--- src/design/osc_defs.svh ---
// Offsets, fields, reset values and timing counts of the clock control block
`ifndef OSC_DEFS_SVH
`define OSC_DEFS_SVH
`define OSC_CLK_MHZ 50
`define OSC_LOW_POWER_RC_OSC_KHZ 512
`define OSC_POR_FIXED_DELAY_US 10
`define OSC_POR_FIXED_DELAY_CYC (`OSC_POR_FIXED_DELAY_US * `OSC_CLK_MHZ)
`define OSC_POWER_UP_TIMER_4_MS 4
`define OSC_POWER_UP_TIMER_16_MS 16
`define OSC_POWER_UP_TIMER_64_MS 64
`define OSC_MASTER_CLEAR_PIN_FILT_NS 200
`define OSC_MASTER_CLEAR_PIN_FILT_CYC ((`OSC_MASTER_CLEAR_PIN_FILT_NS * `OSC_CLK_MHZ + 999) / 1000)
`define OSC_OST_CYCLES 11'h400
`define OSC_FAIL_SAFE_MONITOR_WIN 3'h4
`define OSC_REG_CTRL 4'h0
`define OSC_REG_CAUSE 4'h4
`define OSC_CTRL_CURRENT_OSC_GROUP 12
`define OSC_CTRL_NEW_OSC_GROUP 8
`define OSC_CTRL_LOCK 5
`define OSC_CTRL_CF 3
`define OSC_CTRL_SWGO 0
`define OSC_GRP_SEC 3'h0
`define OSC_GRP_FRC 3'h1
`define OSC_GRP_LOW_POWER_RC_OSC 3'h2
`define OSC_GRP_PLL 3'h7
`define OSC_KEY_LO1 8'h46
`define OSC_KEY_LO2 8'h57
`define OSC_KEY_HI1 8'h78
`define OSC_KEY_HI2 8'h9A
`define OSC_CAUSE_RST 8'h03
`endif

--- src/design/osc_unused_placeholder_none.sv ---
// Intentionally empty
`timescale 1ns/100ps

--- src/design/osc_pkg.sv ---
// Types shared by the clock control block
package osc_pkg;
  typedef struct packed {
    logic [2:0] osc_group_config;
    logic [4:0] primary_mode_config;
    logic [1:0] switch_monitor_select;
    logic [1:0] power_up_timer_sel;
    logic wdt_cfg_en;
  } osc_cfg_t;
  typedef struct packed {
    logic illegal_op_reset;
    logic trap_lockup_reset;
    logic ext;
    logic sw;
    logic wdt;
    logic sleep;
    logic por;
    logic bor;
  } osc_cause_t;
  typedef enum logic [1:0] {RS_POR_FIXED_DELAY, RS_POWER_UP_TIMER, RS_Q1, RS_RUN} osc_seq_t;
  typedef enum logic [1:0] {KEY_IDLE, KEY_FIRST, KEY_OPEN} osc_key_t;
endpackage

--- src/design/osc_clock_ctrl.sv ---
// Clock source supervision, clock switching and power-on reset sequencing
// Overview of operation
// - Low-power RC clock feeds watchdog and monitor; power-up timer counts clock_i; selectable as clock.
// - Low-power RC runs from reset; afterwards only if monitor, watchdog or selected.
// - With monitor enabled, low-power RC runs except in Sleep, ignoring soft enable.
// - Oscillator failure raises a trap and moves the system clock to fast RC.
// - Failure loads current group with fast RC, sets fail flag, clears go bit.
// - Watchdog keeps counting on the low-power RC after a clock failure.
// - Monitor traps if oscillator not ready when reset timers expire.
// - Four source groups; switch only between groups; primary option from configuration.
// - Current group read-only, new group writable; both load from configuration on power-on and brown-out reset.
// - Go bit set starts a switch; clearing it aborts the switch.
// - Control register shows PLL lock and clock-fail status.
// - Switch-monitor select 1x disables switching and monitor; this is default.
// - With switching off, configuration selects clock; current group only mirrors it.
// - Low byte writable one cycle after key writes 0x46 then 0x57.
// - High byte writable one cycle after key writes 0x78 then 0x9A.
// - Reset causes are told apart and recorded in status bits.
// - Watchdog wake-up only sets the sleep and watchdog cause bits and is no reset.
// - Master clear filters short pulses; internal resets never drive that pin.
// - Power-on and brown-out reset wait fixed 10 us then 0, 4, 16 or 64 ms delay.
// - After both delays reset releases on next first-quarter phase edge.
// - Without monitor and timer, exit quickly; hold in reset until clock starts.
// - Crystal modes count 1024 oscillator cycles before passing the clock.
// - Group value 001 denotes the fast internal RC clock.
`timescale 1ns/100ps
`include "osc_defs.svh"
module osc_clock_ctrl #(
  parameter int PWRT4_CYC = `OSC_POWER_UP_TIMER_4_MS * `OSC_CLK_MHZ * 1000,
  parameter int PWRT16_CYC = `OSC_POWER_UP_TIMER_16_MS * `OSC_CLK_MHZ * 1000,
  parameter int PWRT64_CYC = `OSC_POWER_UP_TIMER_64_MS * `OSC_CLK_MHZ * 1000
) (
  // Clock and reset
  input wire logic clock_i,
  input wire logic arst_n_i,
  // Register port
  input wire logic [3:0] addr_i,
  input wire logic [15:0] wdata_i,
  input wire logic [1:0] wr_be_i,
  input wire logic rd_i,
  output logic [15:0] rdata_o,
  // Configuration fuses
  input wire osc_pkg::osc_cfg_t cfg_i,
  // Oscillator status
  input wire logic low_power_rc_osc_tick_i,
  input wire logic sys_clk_edge_i,
  input wire logic osc_running_i,
  input wire logic osc_cycle_i,
  input wire logic pll_lock_i,
  input wire logic new_grp_ready_i,
  input wire logic first_quarter_phase_i,
  // Reset and power events
  input wire logic brown_out_reset_i,
  input wire logic master_clear_pin_n_i,
  input wire logic sleep_i,
  input wire logic wake_i,
  input wire logic wdt_timeout_i,
  input wire logic wdt_wake_i,
  input wire logic reset_instr_i,
  input wire logic trap_lockup_reset_i,
  input wire logic illegal_op_reset_i,
  input wire logic soft_watchdog_enable_i,
  // Clock and reset outputs
  output logic low_power_rc_osc_enable_o,
  output logic wdt_tick_o,
  output logic [2:0] cur_group_o,
  output logic [4:0] primary_mode_o,
  output logic sys_clk_gate_o,
  output logic clock_fail_trap_o,
  output logic internal_system_reset_o
);
  import osc_pkg::*;

  logic rst_meta_r;
  logic rst_n;
  always_ff @(posedge clock_i or negedge arst_n_i) begin
    if (!arst_n_i) begin
      rst_meta_r <= 1'b0;
      rst_n <= 1'b0;
    end else begin
      rst_meta_r <= 1'b1;
      rst_n <= rst_meta_r;
    end
  end

  logic [2:0] current_osc_group_r;
  logic [2:0] new_osc_group_r;
  logic swgo_r;
  logic cf_r;
  logic low_power_rc_osc_en_r;
  logic ost_done_r;
  logic gate_r;
  logic fail_r;
  logic [10:0] ost_cnt_r;
  logic [2:0] win_r;
  logic [21:0] cnt_r;
  logic [15:0] rdata_r;
  osc_seq_t seq_r;
  osc_cause_t cause_r;
  osc_key_t key_r [2];
  logic master_clear_pin_n;
  logic master_clear_pin_q_r;
  logic sw_en;
  logic fail_safe_monitor_en;
  logic crystal;
  logic start_bad;
  logic fail_evt;
  logic soft_rst;
  logic [21:0] power_up_timer_tgt;
  logic [1:0] bwr;
  logic [1:0] open_wr;
  logic [15:0] ctrl_rd;

  osc_master_clear_pin_filter u_master_clear_pin_filter (
    .clock_i(clock_i),
    .rst_n_i(rst_n),
    .pin_n_i(master_clear_pin_n_i),
    .filt_n_o(master_clear_pin_n)
  );

  assign sw_en = !cfg_i.switch_monitor_select[1];
  assign fail_safe_monitor_en = (cfg_i.switch_monitor_select == 2'b00);
  assign soft_rst = !master_clear_pin_n || wdt_timeout_i || reset_instr_i
                    || trap_lockup_reset_i || illegal_op_reset_i;

  always_comb begin
    unique case (cfg_i.primary_mode_config)
      5'h00, 5'h02, 5'h04, 5'h05, 5'h06, 5'h07,
      5'h11, 5'h12, 5'h13, 5'h15, 5'h16, 5'h17: crystal = 1'b1;
      default: crystal = 1'b0;
    endcase
    crystal = crystal && (current_osc_group_r == 3'h3 || current_osc_group_r == `OSC_GRP_PLL);
  end

  always_comb begin
    unique case (cfg_i.power_up_timer_sel)
      2'd0: power_up_timer_tgt = 22'h0;
      2'd1: power_up_timer_tgt = 22'(PWRT4_CYC);
      2'd2: power_up_timer_tgt = 22'(PWRT16_CYC);
      2'd3: power_up_timer_tgt = 22'(PWRT64_CYC);
    endcase
  end

  // Reset sequencing: fixed delay, power-up delay, quarter phase
  always_ff @(posedge clock_i or negedge rst_n) begin
    if (!rst_n) begin
      seq_r <= RS_POR_FIXED_DELAY;
      cnt_r <= 22'h0;
    end else if (brown_out_reset_i) begin
      seq_r <= RS_POR_FIXED_DELAY;
      cnt_r <= 22'h0;
    end else if (soft_rst) begin
      seq_r <= RS_Q1;
      cnt_r <= 22'h0;
    end else begin
      unique case (seq_r)
        RS_POR_FIXED_DELAY: begin
          if (cnt_r == 22'(`OSC_POR_FIXED_DELAY_CYC - 1)) begin
            cnt_r <= 22'h0;
            seq_r <= RS_POWER_UP_TIMER;
          end else begin
            cnt_r <= cnt_r + 22'h1;
          end
        end
        RS_POWER_UP_TIMER: begin
          if (power_up_timer_tgt == 22'h0 || cnt_r == power_up_timer_tgt - 22'h1) begin
            cnt_r <= 22'h0;
            seq_r <= RS_Q1;
          end else begin
            cnt_r <= cnt_r + 22'h1;
          end
        end
        RS_Q1: begin
          // Without the monitor, stay in reset until the clock runs
          if (first_quarter_phase_i && (fail_safe_monitor_en || osc_running_i)) begin
            seq_r <= RS_RUN;
          end
        end
        RS_RUN: begin
          seq_r <= RS_RUN;
        end
      endcase
    end
  end

  assign internal_system_reset_o = (seq_r != RS_RUN);

  // Low-power RC enable
  always_ff @(posedge clock_i or negedge rst_n) begin
    if (!rst_n) begin
      low_power_rc_osc_en_r <= 1'b1;
    end else begin
      low_power_rc_osc_en_r <= (seq_r != RS_RUN)
                   || (fail_safe_monitor_en && !sleep_i)
                   || cfg_i.wdt_cfg_en
                   || (soft_watchdog_enable_i && !fail_safe_monitor_en)
                   || (current_osc_group_r == `OSC_GRP_LOW_POWER_RC_OSC);
    end
  end

  assign low_power_rc_osc_enable_o = low_power_rc_osc_en_r;
  assign wdt_tick_o = low_power_rc_osc_tick_i && low_power_rc_osc_en_r;

  // Start-up timer on crystal oscillators
  always_ff @(posedge clock_i or negedge rst_n) begin
    if (!rst_n) begin
      ost_cnt_r <= 11'h0;
      ost_done_r <= 1'b0;
    end else if (brown_out_reset_i || wake_i) begin
      ost_cnt_r <= 11'h0;
      ost_done_r <= 1'b0;
    end else if (osc_cycle_i && !ost_done_r) begin
      ost_cnt_r <= ost_cnt_r + 11'h1;
      ost_done_r <= (ost_cnt_r == `OSC_OST_CYCLES - 11'h1);
    end
  end

  always_ff @(posedge clock_i or negedge rst_n) begin
    if (!rst_n) begin
      gate_r <= 1'b0;
    end else begin
      gate_r <= ost_done_r || !crystal;
    end
  end

  assign sys_clk_gate_o = gate_r;

  // Fail-safe monitor: missing clock edges or a late start
  assign start_bad = !osc_running_i || (crystal && !ost_done_r)
                     || (current_osc_group_r == `OSC_GRP_PLL && !pll_lock_i);
  assign fail_evt = fail_safe_monitor_en && current_osc_group_r != `OSC_GRP_FRC && !sleep_i
                    && ((seq_r == RS_Q1 && first_quarter_phase_i && start_bad
                         && !soft_rst && !brown_out_reset_i)
                        || (seq_r == RS_RUN && win_r == `OSC_FAIL_SAFE_MONITOR_WIN));

  always_ff @(posedge clock_i or negedge rst_n) begin
    if (!rst_n) begin
      win_r <= 3'h0;
    end else if (sys_clk_edge_i || fail_evt || !fail_safe_monitor_en || sleep_i) begin
      win_r <= 3'h0;
    end else if (low_power_rc_osc_tick_i && win_r != `OSC_FAIL_SAFE_MONITOR_WIN) begin
      win_r <= win_r + 3'h1;
    end
  end

  always_ff @(posedge clock_i or negedge rst_n) begin
    if (!rst_n) begin
      fail_r <= 1'b0;
    end else begin
      fail_r <= fail_evt;
    end
  end

  assign clock_fail_trap_o = fail_r;

  // Unlock sequence per byte of the control register
  for (genvar b = 0; b < 2; b++) begin : g_key
    localparam logic [7:0] K1 = (b == 0) ? `OSC_KEY_LO1 : `OSC_KEY_HI1;
    localparam logic [7:0] K2 = (b == 0) ? `OSC_KEY_LO2 : `OSC_KEY_HI2;
    logic [7:0] wbyte;
    assign wbyte = wdata_i[8*b +: 8];
    assign bwr[b] = wr_be_i[b] && addr_i == `OSC_REG_CTRL;
    assign open_wr[b] = bwr[b] && key_r[b] == KEY_OPEN;
    always_ff @(posedge clock_i or negedge rst_n) begin
      if (!rst_n) begin
        key_r[b] <= KEY_IDLE;
      end else if (bwr[b] && key_r[b] == KEY_FIRST && wbyte == K2) begin
        key_r[b] <= KEY_OPEN;
      end else if (bwr[b] && key_r[b] != KEY_OPEN && wbyte == K1) begin
        key_r[b] <= KEY_FIRST;
      end else begin
        key_r[b] <= KEY_IDLE;
      end
    end
  end

  // Group selection and switch sequence
  always_ff @(posedge clock_i or negedge rst_n) begin
    if (!rst_n) begin
      current_osc_group_r <= 3'h0;
      new_osc_group_r <= 3'h0;
      swgo_r <= 1'b0;
      cf_r <= 1'b0;
    end else if (seq_r == RS_POR_FIXED_DELAY) begin
      current_osc_group_r <= cfg_i.osc_group_config;
      new_osc_group_r <= cfg_i.osc_group_config;
      swgo_r <= 1'b0;
      cf_r <= 1'b0;
    end else if (fail_evt) begin
      current_osc_group_r <= `OSC_GRP_FRC;
      cf_r <= 1'b1;
      swgo_r <= 1'b0;
    end else if (!sw_en) begin
      current_osc_group_r <= cfg_i.osc_group_config;
      swgo_r <= 1'b0;
    end else begin
      if (open_wr[1]) begin
        new_osc_group_r <= wdata_i[`OSC_CTRL_NEW_OSC_GROUP +: 3];
      end
      if (open_wr[0]) begin
        swgo_r <= wdata_i[`OSC_CTRL_SWGO];
      end else if (swgo_r && current_osc_group_r == new_osc_group_r) begin
        swgo_r <= 1'b0;
      end else if (swgo_r && new_grp_ready_i) begin
        current_osc_group_r <= new_osc_group_r;
        swgo_r <= 1'b0;
      end
    end
  end

  assign cur_group_o = current_osc_group_r;
  assign primary_mode_o = cfg_i.primary_mode_config;

  // Reset cause bits, set wins over a software write
  always_ff @(posedge clock_i or negedge rst_n) begin
    if (!rst_n) begin
      cause_r <= osc_cause_t'(`OSC_CAUSE_RST);
    end else begin
      osc_cause_t set_v;
      set_v = '0;
      set_v.bor = brown_out_reset_i;
      set_v.ext = !master_clear_pin_n && master_clear_pin_q_r;
      set_v.sleep = (!master_clear_pin_n && master_clear_pin_q_r && sleep_i) || wdt_wake_i;
      set_v.wdt = wdt_timeout_i || wdt_wake_i;
      set_v.sw = reset_instr_i;
      set_v.trap_lockup_reset = trap_lockup_reset_i;
      set_v.illegal_op_reset = illegal_op_reset_i;
      if (wr_be_i[0] && addr_i == `OSC_REG_CAUSE) begin
        cause_r <= osc_cause_t'(wdata_i[7:0]) | set_v;
      end else begin
        cause_r <= cause_r | set_v;
      end
    end
  end

  always_ff @(posedge clock_i or negedge rst_n) begin
    if (!rst_n) begin
      master_clear_pin_q_r <= 1'b1;
    end else begin
      master_clear_pin_q_r <= master_clear_pin_n;
    end
  end

  // Read port
  always_comb begin
    ctrl_rd = 16'h0000;
    ctrl_rd[`OSC_CTRL_CURRENT_OSC_GROUP +: 3] = current_osc_group_r;
    ctrl_rd[`OSC_CTRL_NEW_OSC_GROUP +: 3] = new_osc_group_r;
    ctrl_rd[`OSC_CTRL_LOCK] = pll_lock_i;
    ctrl_rd[`OSC_CTRL_CF] = cf_r;
    ctrl_rd[`OSC_CTRL_SWGO] = swgo_r;
  end

  always_ff @(posedge clock_i or negedge rst_n) begin
    if (!rst_n) begin
      rdata_r <= 16'h0000;
    end else if (rd_i && addr_i == `OSC_REG_CTRL) begin
      rdata_r <= ctrl_rd;
    end else if (rd_i && addr_i == `OSC_REG_CAUSE) begin
      rdata_r <= {8'h00, cause_r};
    end else begin
      rdata_r <= 16'h0000;
    end
  end

  assign rdata_o = rdata_r;
endmodule // osc_clock_ctrl

--- src/design/osc_master_clear_pin_filter.sv ---
// Noise filter for the master clear pin
`timescale 1ns/100ps
`include "osc_defs.svh"
module osc_master_clear_pin_filter (
  // Clock and reset
  input wire logic clock_i,
  input wire logic rst_n_i,
  // Pin level and filtered level
  input wire logic pin_n_i,
  output logic filt_n_o
);
  localparam int FILT_CYC = `OSC_MASTER_CLEAR_PIN_FILT_CYC;
  logic [7:0] cnt_r;

  // Level must hold for the whole filter time before it is accepted
  always_ff @(posedge clock_i or negedge rst_n_i) begin
    if (!rst_n_i) begin
      cnt_r <= 8'h00;
      filt_n_o <= 1'b1;
    end else if (pin_n_i == filt_n_o) begin
      cnt_r <= 8'h00;
    end else if (cnt_r == 8'(FILT_CYC - 1)) begin
      cnt_r <= 8'h00;
      filt_n_o <= pin_n_i;
    end else begin
      cnt_r <= cnt_r + 8'h01;
    end
  end
endmodule // osc_master_clear_pin_filter

--- config.mk ---
export PLATFORM = sky130hd
export DESIGN_NAME = osc_clock_ctrl
export DESIGN_NICKNAME = d
export VERILOG_FILES = /design/src/design/osc_unused_placeholder_none.sv /design/src/design/osc_pkg.sv /design/src/design/osc_clock_ctrl.sv /design/src/design/osc_master_clear_pin_filter.sv
export VERILOG_INCLUDE_DIRS = /design/src /design/src/design
export SDC_FILE = /design/constraint.sdc
export NUM_CORES = 1
export LEC_CHECK = 0
export BUFFER_PORTS_ARGS = -buffer_cell sky130_fd_sc_hd__buf_2
export CORE_UTILIZATION = 51
export CTS_CLUSTER_SIZE = 28
export DETAILED_ROUTE_END_ITERATION = 6
export PLACE_DENSITY = 0.81
export SLEW_MARGIN = 20
export SYNTH_ARGS = -nofsm -noshare
export SYNTH_HDL_FRONTEND = slang
export SYNTH_HIERARCHICAL = 1
export SYNTH_SLANG_ARGS = --single-unit
--- constraint.sdc ---
create_clock -name clock_i -period 2.7 [get_ports clock_i]
set_clock_uncertainty 0.1 [all_clocks]
set_input_delay 0 -clock clock_i [delete_from_list [all_inputs] [get_ports clock_i]]
set_output_delay 0 -clock clock_i [all_outputs]
set_load 0.05 [all_outputs]
## After elaboration in Yosys (flattened, before gate mapping)

Memory sizes are Yosys's and may differ from the RTL's.
Cells that the tools add are included.

- Register bits after elaboration: 90
- ROM bits: 32
- Memories kept: 1

Memory list:

| memory | depth | bits a word | rd ports | clocked after Yosys merged registers in | write ports | RTL line | text |
|---|---|---|---|---|---|---|---|
| (name not given) | 32 | 1 | 1 | 0 | 0 | osc_clock_ctrl.sv:127 | `unique case (cfg_i.primary_mode_config)` |

- Add/subtract/negate cells: 5
- Equal/unequal tests: 37
- Multiplexer cells: 45
- Bitwise operators: 3
- Reductions and logical operators: 82

Operators with widths:

| cell | count |
|---|---|
| $mux W22 | 4 |
| $pmux W22 S4 | 1 |
| $pmux W22 S2 | 1 |
| $logic_and A1 B1 Y1 | 36 |
| $mux W3 | 12 |
| $mux W8 | 4 |
| $eq A8 B7 Y1 const B | 3 |
| $add A22 B1 Y22 const B | 1 |
| $eq A22 B22 Y1 | 1 |
| $eq A22 B9 Y1 const B | 1 |
| $logic_not A22 Y1 | 1 |
| $mux W11 | 2 |
| $sub A22 B1 Y22 const B | 1 |
| $logic_or A1 B1 Y1 | 21 |
| $ne A4 B4 Y1 const B | 4 |
| $or A8 B8 Y8 | 2 |
| $mux W15 | 1 |
| $mux W2 | 7 |
| $eq A2 B2 Y1 const B | 6 |
| $mux W1 | 12 |
| $add A11 B1 Y11 const B | 1 |
| $eq A11 B10 Y1 const B | 1 |
| $logic_not A1 Y1 | 9 |
| $reduce_and A3 Y1 | 3 |
| other kinds (23) | 37 |

## Longest topological paths before layout

- Depth after elaboration: 15
- Mapped depth: 8
- Gate-level depth less buffers: 7

## By module

Netlist, hierarchy kept.

By module, submodules not included:

| module | instances | cells each | area each (um^2) |
|---|---|---|---|
| osc_clock_ctrl | 1 | 428 | 4199.0 |
| osc_master_clear_pin_filter | 1 | 41 | 454.2 |

## Worst setup path before layout

OpenSTA, ideal clock, no wires.

- Path kind: register to register
- Start: register current_osc_group_r[1] (netlist: cur_group_o[1])
- End: register current_osc_group_r[0] (netlist: cur_group_o[0])
- Setup time: 0.080 ns
- Arrival: 2.133 ns
- Data required time: 2.520 ns
- Path slack: 0.387 ns
- Stages on the path, launching flop included: 7
- Clock period less this slack: 2.313 ns
- Path through: dfrtp_1 > or4bb_1 > o311ai_1 > a31oi_1 > nor2b_1 > buf_2 > a2bb2oi_1

- Word-level cells in the longest chain between the ends: 13
- Elaborated cells between the ends (all ways): 24
- Classes of those cells: eq/ne (6); mux (2); reduce/logical (16)

RTL lines:

| item | RTL line | text |
|---|---|---|
| start, declared | osc_clock_ctrl.sv:86 | `logic [2:0] current_osc_group_r;` |
| start signal, assigned | osc_clock_ctrl.sv:285 | `current_osc_group_r <= cfg_i.osc_group_config;` |
| start signal, assigned | osc_clock_ctrl.sv:290 | `` current_osc_group_r <= `OSC_GRP_FRC; `` |
| start signal, assigned | osc_clock_ctrl.sv:294 | `current_osc_group_r <= cfg_i.osc_group_config;` |
| $eq A3 B2 Y1 or $eq A3 B3 Y1 (tied branches) | -- |  |
| $logic_or A1 B1 Y1 (no line) | -- |  |
| $logic_and A1 B1 Y1 | osc_clock_ctrl.sv:132 | `` crystal = crystal && (current_osc_group_r == 3'h3 \|\| current_osc_group_r == `OSC_GRP_PLL); `` |
| $logic_and A1 B1 Y1 | osc_clock_ctrl.sv:229 | `assign start_bad = !osc_running_i \|\| (crystal && !ost_done_r)` |
| $logic_or A1 B1 Y1 (2 in a row) | osc_clock_ctrl.sv:229 |  |
| $logic_and A1 B1 Y1 | osc_clock_ctrl.sv:232 | `&& ((seq_r == RS_Q1 && first_quarter_phase_i && start_bad` |
| $logic_and A1 B1 Y1 (2 in a row) | osc_clock_ctrl.sv:233 | `&& !soft_rst && !brown_out_reset_i)` |
| $logic_or A1 B1 Y1 | osc_clock_ctrl.sv:232 |  |
| $logic_and A1 B1 Y1 * | osc_clock_ctrl.sv:231 | `` assign fail_evt = fail_safe_monitor_en && current_osc_group_r != `OSC_GRP_FRC && !sleep_i `` |
| via fail_evt | osc_clock_ctrl.sv:107 | `logic fail_evt;` |
| $ne A4 B4 Y1 (no line) (tied with other cells) | -- |  |
| $reduce_and A3 Y1 (no line) or $mux W3 (tied branches) | -- |  |

Mark *: on every way through the listed nets, which the timed path passes. The rest lies on a longest branch.
A chain may end at the register's enable or synchronous reset.

==> metrics.cfg <==
[run_status]
status=finished clean

[sta]
drv_slew=0
holdWs_ns=0.00859
tightest_slew_ns=0.787
rsz0062_at_grt=false
fmax_ghz=0.401
slew_headroom_pct=46.1
setup_viol=0
fin_crit_ns=2.49
hold_violations=0
setup_tns_ns=0
fin_crit_sh_pct=92.4
timing.final.ws_setup_ns=0.206

[setup_path]
cp_top_family=simple AND/OR/NAND/NOR gates
cp_num_buf_inv=1
cp_slowest_cell=nor4_1
cp_cell_sequence=ha_1, or4b_1, nor4_1, nand3_1, o211ai_4, buf_4, nor3_1
worst-setup-path-type=register to register
worstPathArrival_ns=2.64
critPathMaxFanout=19
required_ns=2.84
critPathMaxStageDelay_ns=0.47
start_kind=register
critPathCaptureType=register

[drt]
drc_errors=0
postRouteAntennaNets=0
drt_wl_total_um=11700
drtPass1Iterations=5
via_per_inst=5.83
drtIter0Drc=316
vias=4150
wl_per_cell_um=16.5

[global_route]
grt_pass1_vias=4271
grt-ovfl-total=0
grt_first_pass_wirelength_um=19900
antenna_found_initial=0
grtUsageTotal_pct=25.9
grt_start_max_net_pins=87

[final_layout]
fin_area_mm2=0.00583
area_growth_pct=25.2
postLayoutCoreUtil_pct=66.5
diodes=0
drive_gt1_share_pct=20.4
final.fill_count=634
nets=666

[clock_tree]
clock_latency_ns=0.37
htree_levels=3
cts-root-buf=clkbuf_8
cts_buffers=9
clock_sinks=88
cts.clk_slew.worst_paths_ns=0.09
cts_resized=0
cts_buffer_depth=2
cts_tree=yes

[synthesis]
synth_area_mm2=0.00465
synth_edf_count=0
synthFlopType=dfrtp_1
yosysWarnings=6
synthCells=469
synth_area_leader_cell=dfrtp_1
synthDominantCellAreaShare_pct=44.6
synth_area_per_cell_um2=9.92
ys_types=65
synth-seq-area-share_pct=47.5
ys_ff_latch=88
async_reset_ff_share_pct=100
synth_area_leaders=dfrtp_1, xnor2_1, ha_1

[placed_design]
gp_congestion=0.882
placed_area_mm2=0.00517
hpwl_um=7530
io_buffer_count=81
pre_cts_ws_ns=0.228

[floorplan]
die_y_um=97.5
dieArea_mm2=0.00951
io_pins=84
start_util_pct=53.1
coreArea_mm2=0.00876
placementRows=34
die_width_um=97.5

[pwr]
p_per_area_mw_per_mm2=447
vdd_drop_max_mv=0.403
power.leakage_nw=2.54

[flow_run]
maxCapViolCount=0

[hold_path]
hold_class=primary input to register

==> per-layer routing <==
layer / wire [µm] / share of wire (%) / global-route usage [%]
met1: 4670 / 40 / 32.1
met2: 6050 / 52 / 45.5
met3: 690 / 5.9 / 4.75
met4: 306 / 2.6 / 8.48
met5: 0 / 0 / 0
==> cell type report <==
type,instances,area [µm²],share of cell area (%)
clock buffer,9,124,2.13
clock inverter,7,62.6,1.07
inverter,18,67.6,1.16
multi-input combinational,345,2270,39.0
sequential,88,2210,38.0
tap,108,135,2.32
timing repair buffer,137,956,16.4
==> sequential cells by signal, summed over array words and instances, names as in the netlist <==
name                                cells
master_clear_pin_q_r                    1
sys_clk_gate_o                          1
low_power_rc_osc_enable_o               1
rst_n                                   1
cause_r                                 8
win_r                                   3
u_master_clear_pin_filter/filt_n_o      1
swgo_r                                  1
cf_r                                    1
cur_group_o                             3
new_osc_group_r                         3
seq_r                                   2
clock_fail_trap_o                       1
ost_done_r                              1
rdata_o                                14
rst_meta_r                              1
key_r                                   4
ost_cnt_r                              11
cnt_r                                  22
u_master_clear_pin_filter/cnt_r         8
==> worst register-to-register path, cell delays in order, from the launching register on <==
cell      delay (ns)
dfrtp_1         0.42
ha_1            0.25
or4b_1          0.44
nor4_1          0.47
nand3_1         0.23
o211ai_4        0.11
buf_4           0.26
nor3_1          0.10
==> Yosys cell counts (3+ instances only) <==
| cell type | number |
|---|---|
| dfrtp_1 | 83 |
| o21ai_0 | 15 |
| nand2b_1 | 6 |
| clkbuf_1 | 8 |
| mux2i_1 | 8 |
| nor4_1 | 16 |
| nand3_1 | 23 |
| and3_1 | 14 |
| nor3_1 | 29 |
| dfstp_2 | 5 |
| xor2_1 | 13 |
| a21oi_1 | 13 |
| and2_1 | 10 |
| nand2_1 | 34 |
| xnor2_1 | 24 |
| nor3b_1 | 5 |
| a211o_1 | 4 |
| a31oi_1 | 6 |
| buf_4 | 8 |
| nand4_1 | 5 |
| inv_1 | 18 |
| a22o_1 | 3 |
| nor2b_1 | 5 |
| nor2_1 | 34 |
| or3_1 | 15 |
| ha_1 | 12 |
| nand4b_1 | 3 |
==> metrics by stage <==
| stage | power (W) | instances |
|---|---|---|
| finish | 0.00260 | 712 |
| global route | 0.00271 | 712 |
| CTS | 0.00261 | 712 |
| detailed placement | 0.00171 | 649 |
| global placement | 0.00171 | 649 |
| floorplan | 0.00160 | 470 |
==> path summary, 6_finish.rpt <==
check | start | to | slack [ns] | cells after the start
setup / recovery | cnt_r[0] | cnt_r[8] | 0.21 | 7
hold / removal | cfg_i[5] | sys_clk_gate_o | 0.009 | 3
setup reg to reg | cnt_r[0] | cnt_r[8] | 0.21 | 7
hold reg to reg | rst_n | rdata_o[7] | 0.24 | 1
max in group asynchronous | rst_n | low_power_rc_osc_enable_o | 1.88 | 1
min in group asynchronous | rst_n | rdata_o[7] | 0.24 | 1
==> power by group <==
part | total [W] | switching, W | leakage, nW | internal, W
combinational | 0.000334 | 0.000192 | 1.30 | 0.000143
sequential | 0.00140 | 0.0000402 | 1.15 | 0.00136
clock | 0.000868 | 0.000518 | 0.0894 | 0.000350
total | 0.00260 | 0.000750 | 2.54 | 0.00185
==> logic make-up (layout without fill, tap and decap cells) <==
group                      Yosys count  in the layout  share of synthesized area [%]
AOI/OAI and AO/OA                   64             64                           10.1
xor gates and xnor gates            37             37                           6.96
adders and majority gates           12             12                           3.23
buffers and inverters               37            171                           3.85
DFF                                 88             88                           47.5
muxes                               10             10                           2.20
other                                2              3                          0.161
and+or+nand+nor                    219            219                           26.1
==> cells in the final DEF (no fill, tap or decap), types with 16 or more instances in the layout <==
master | synthesis | layout
buf_2 | 2 | 81
dfrtp_1 | 83 | 82
dlygate4sd3_1 | 0 | 47
inv_1 | 18 | 18
nand2_1 | 34 | 34
nand3_1 | 23 | 23
nor2_1 | 34 | 34
nor3_1 | 29 | 29
nor4_1 | 16 | 16
xnor2_1 | 24 | 24
==> timing repair <==
| item | 4_1_cts | 5_1_grt |
|---|---|---|
| hold endpoints to repair | 56 | 0 |
| hold buffers | 47 | 0 |
| setup buffers | 0 | 0 |
Power figures use the tool's default switching activity.
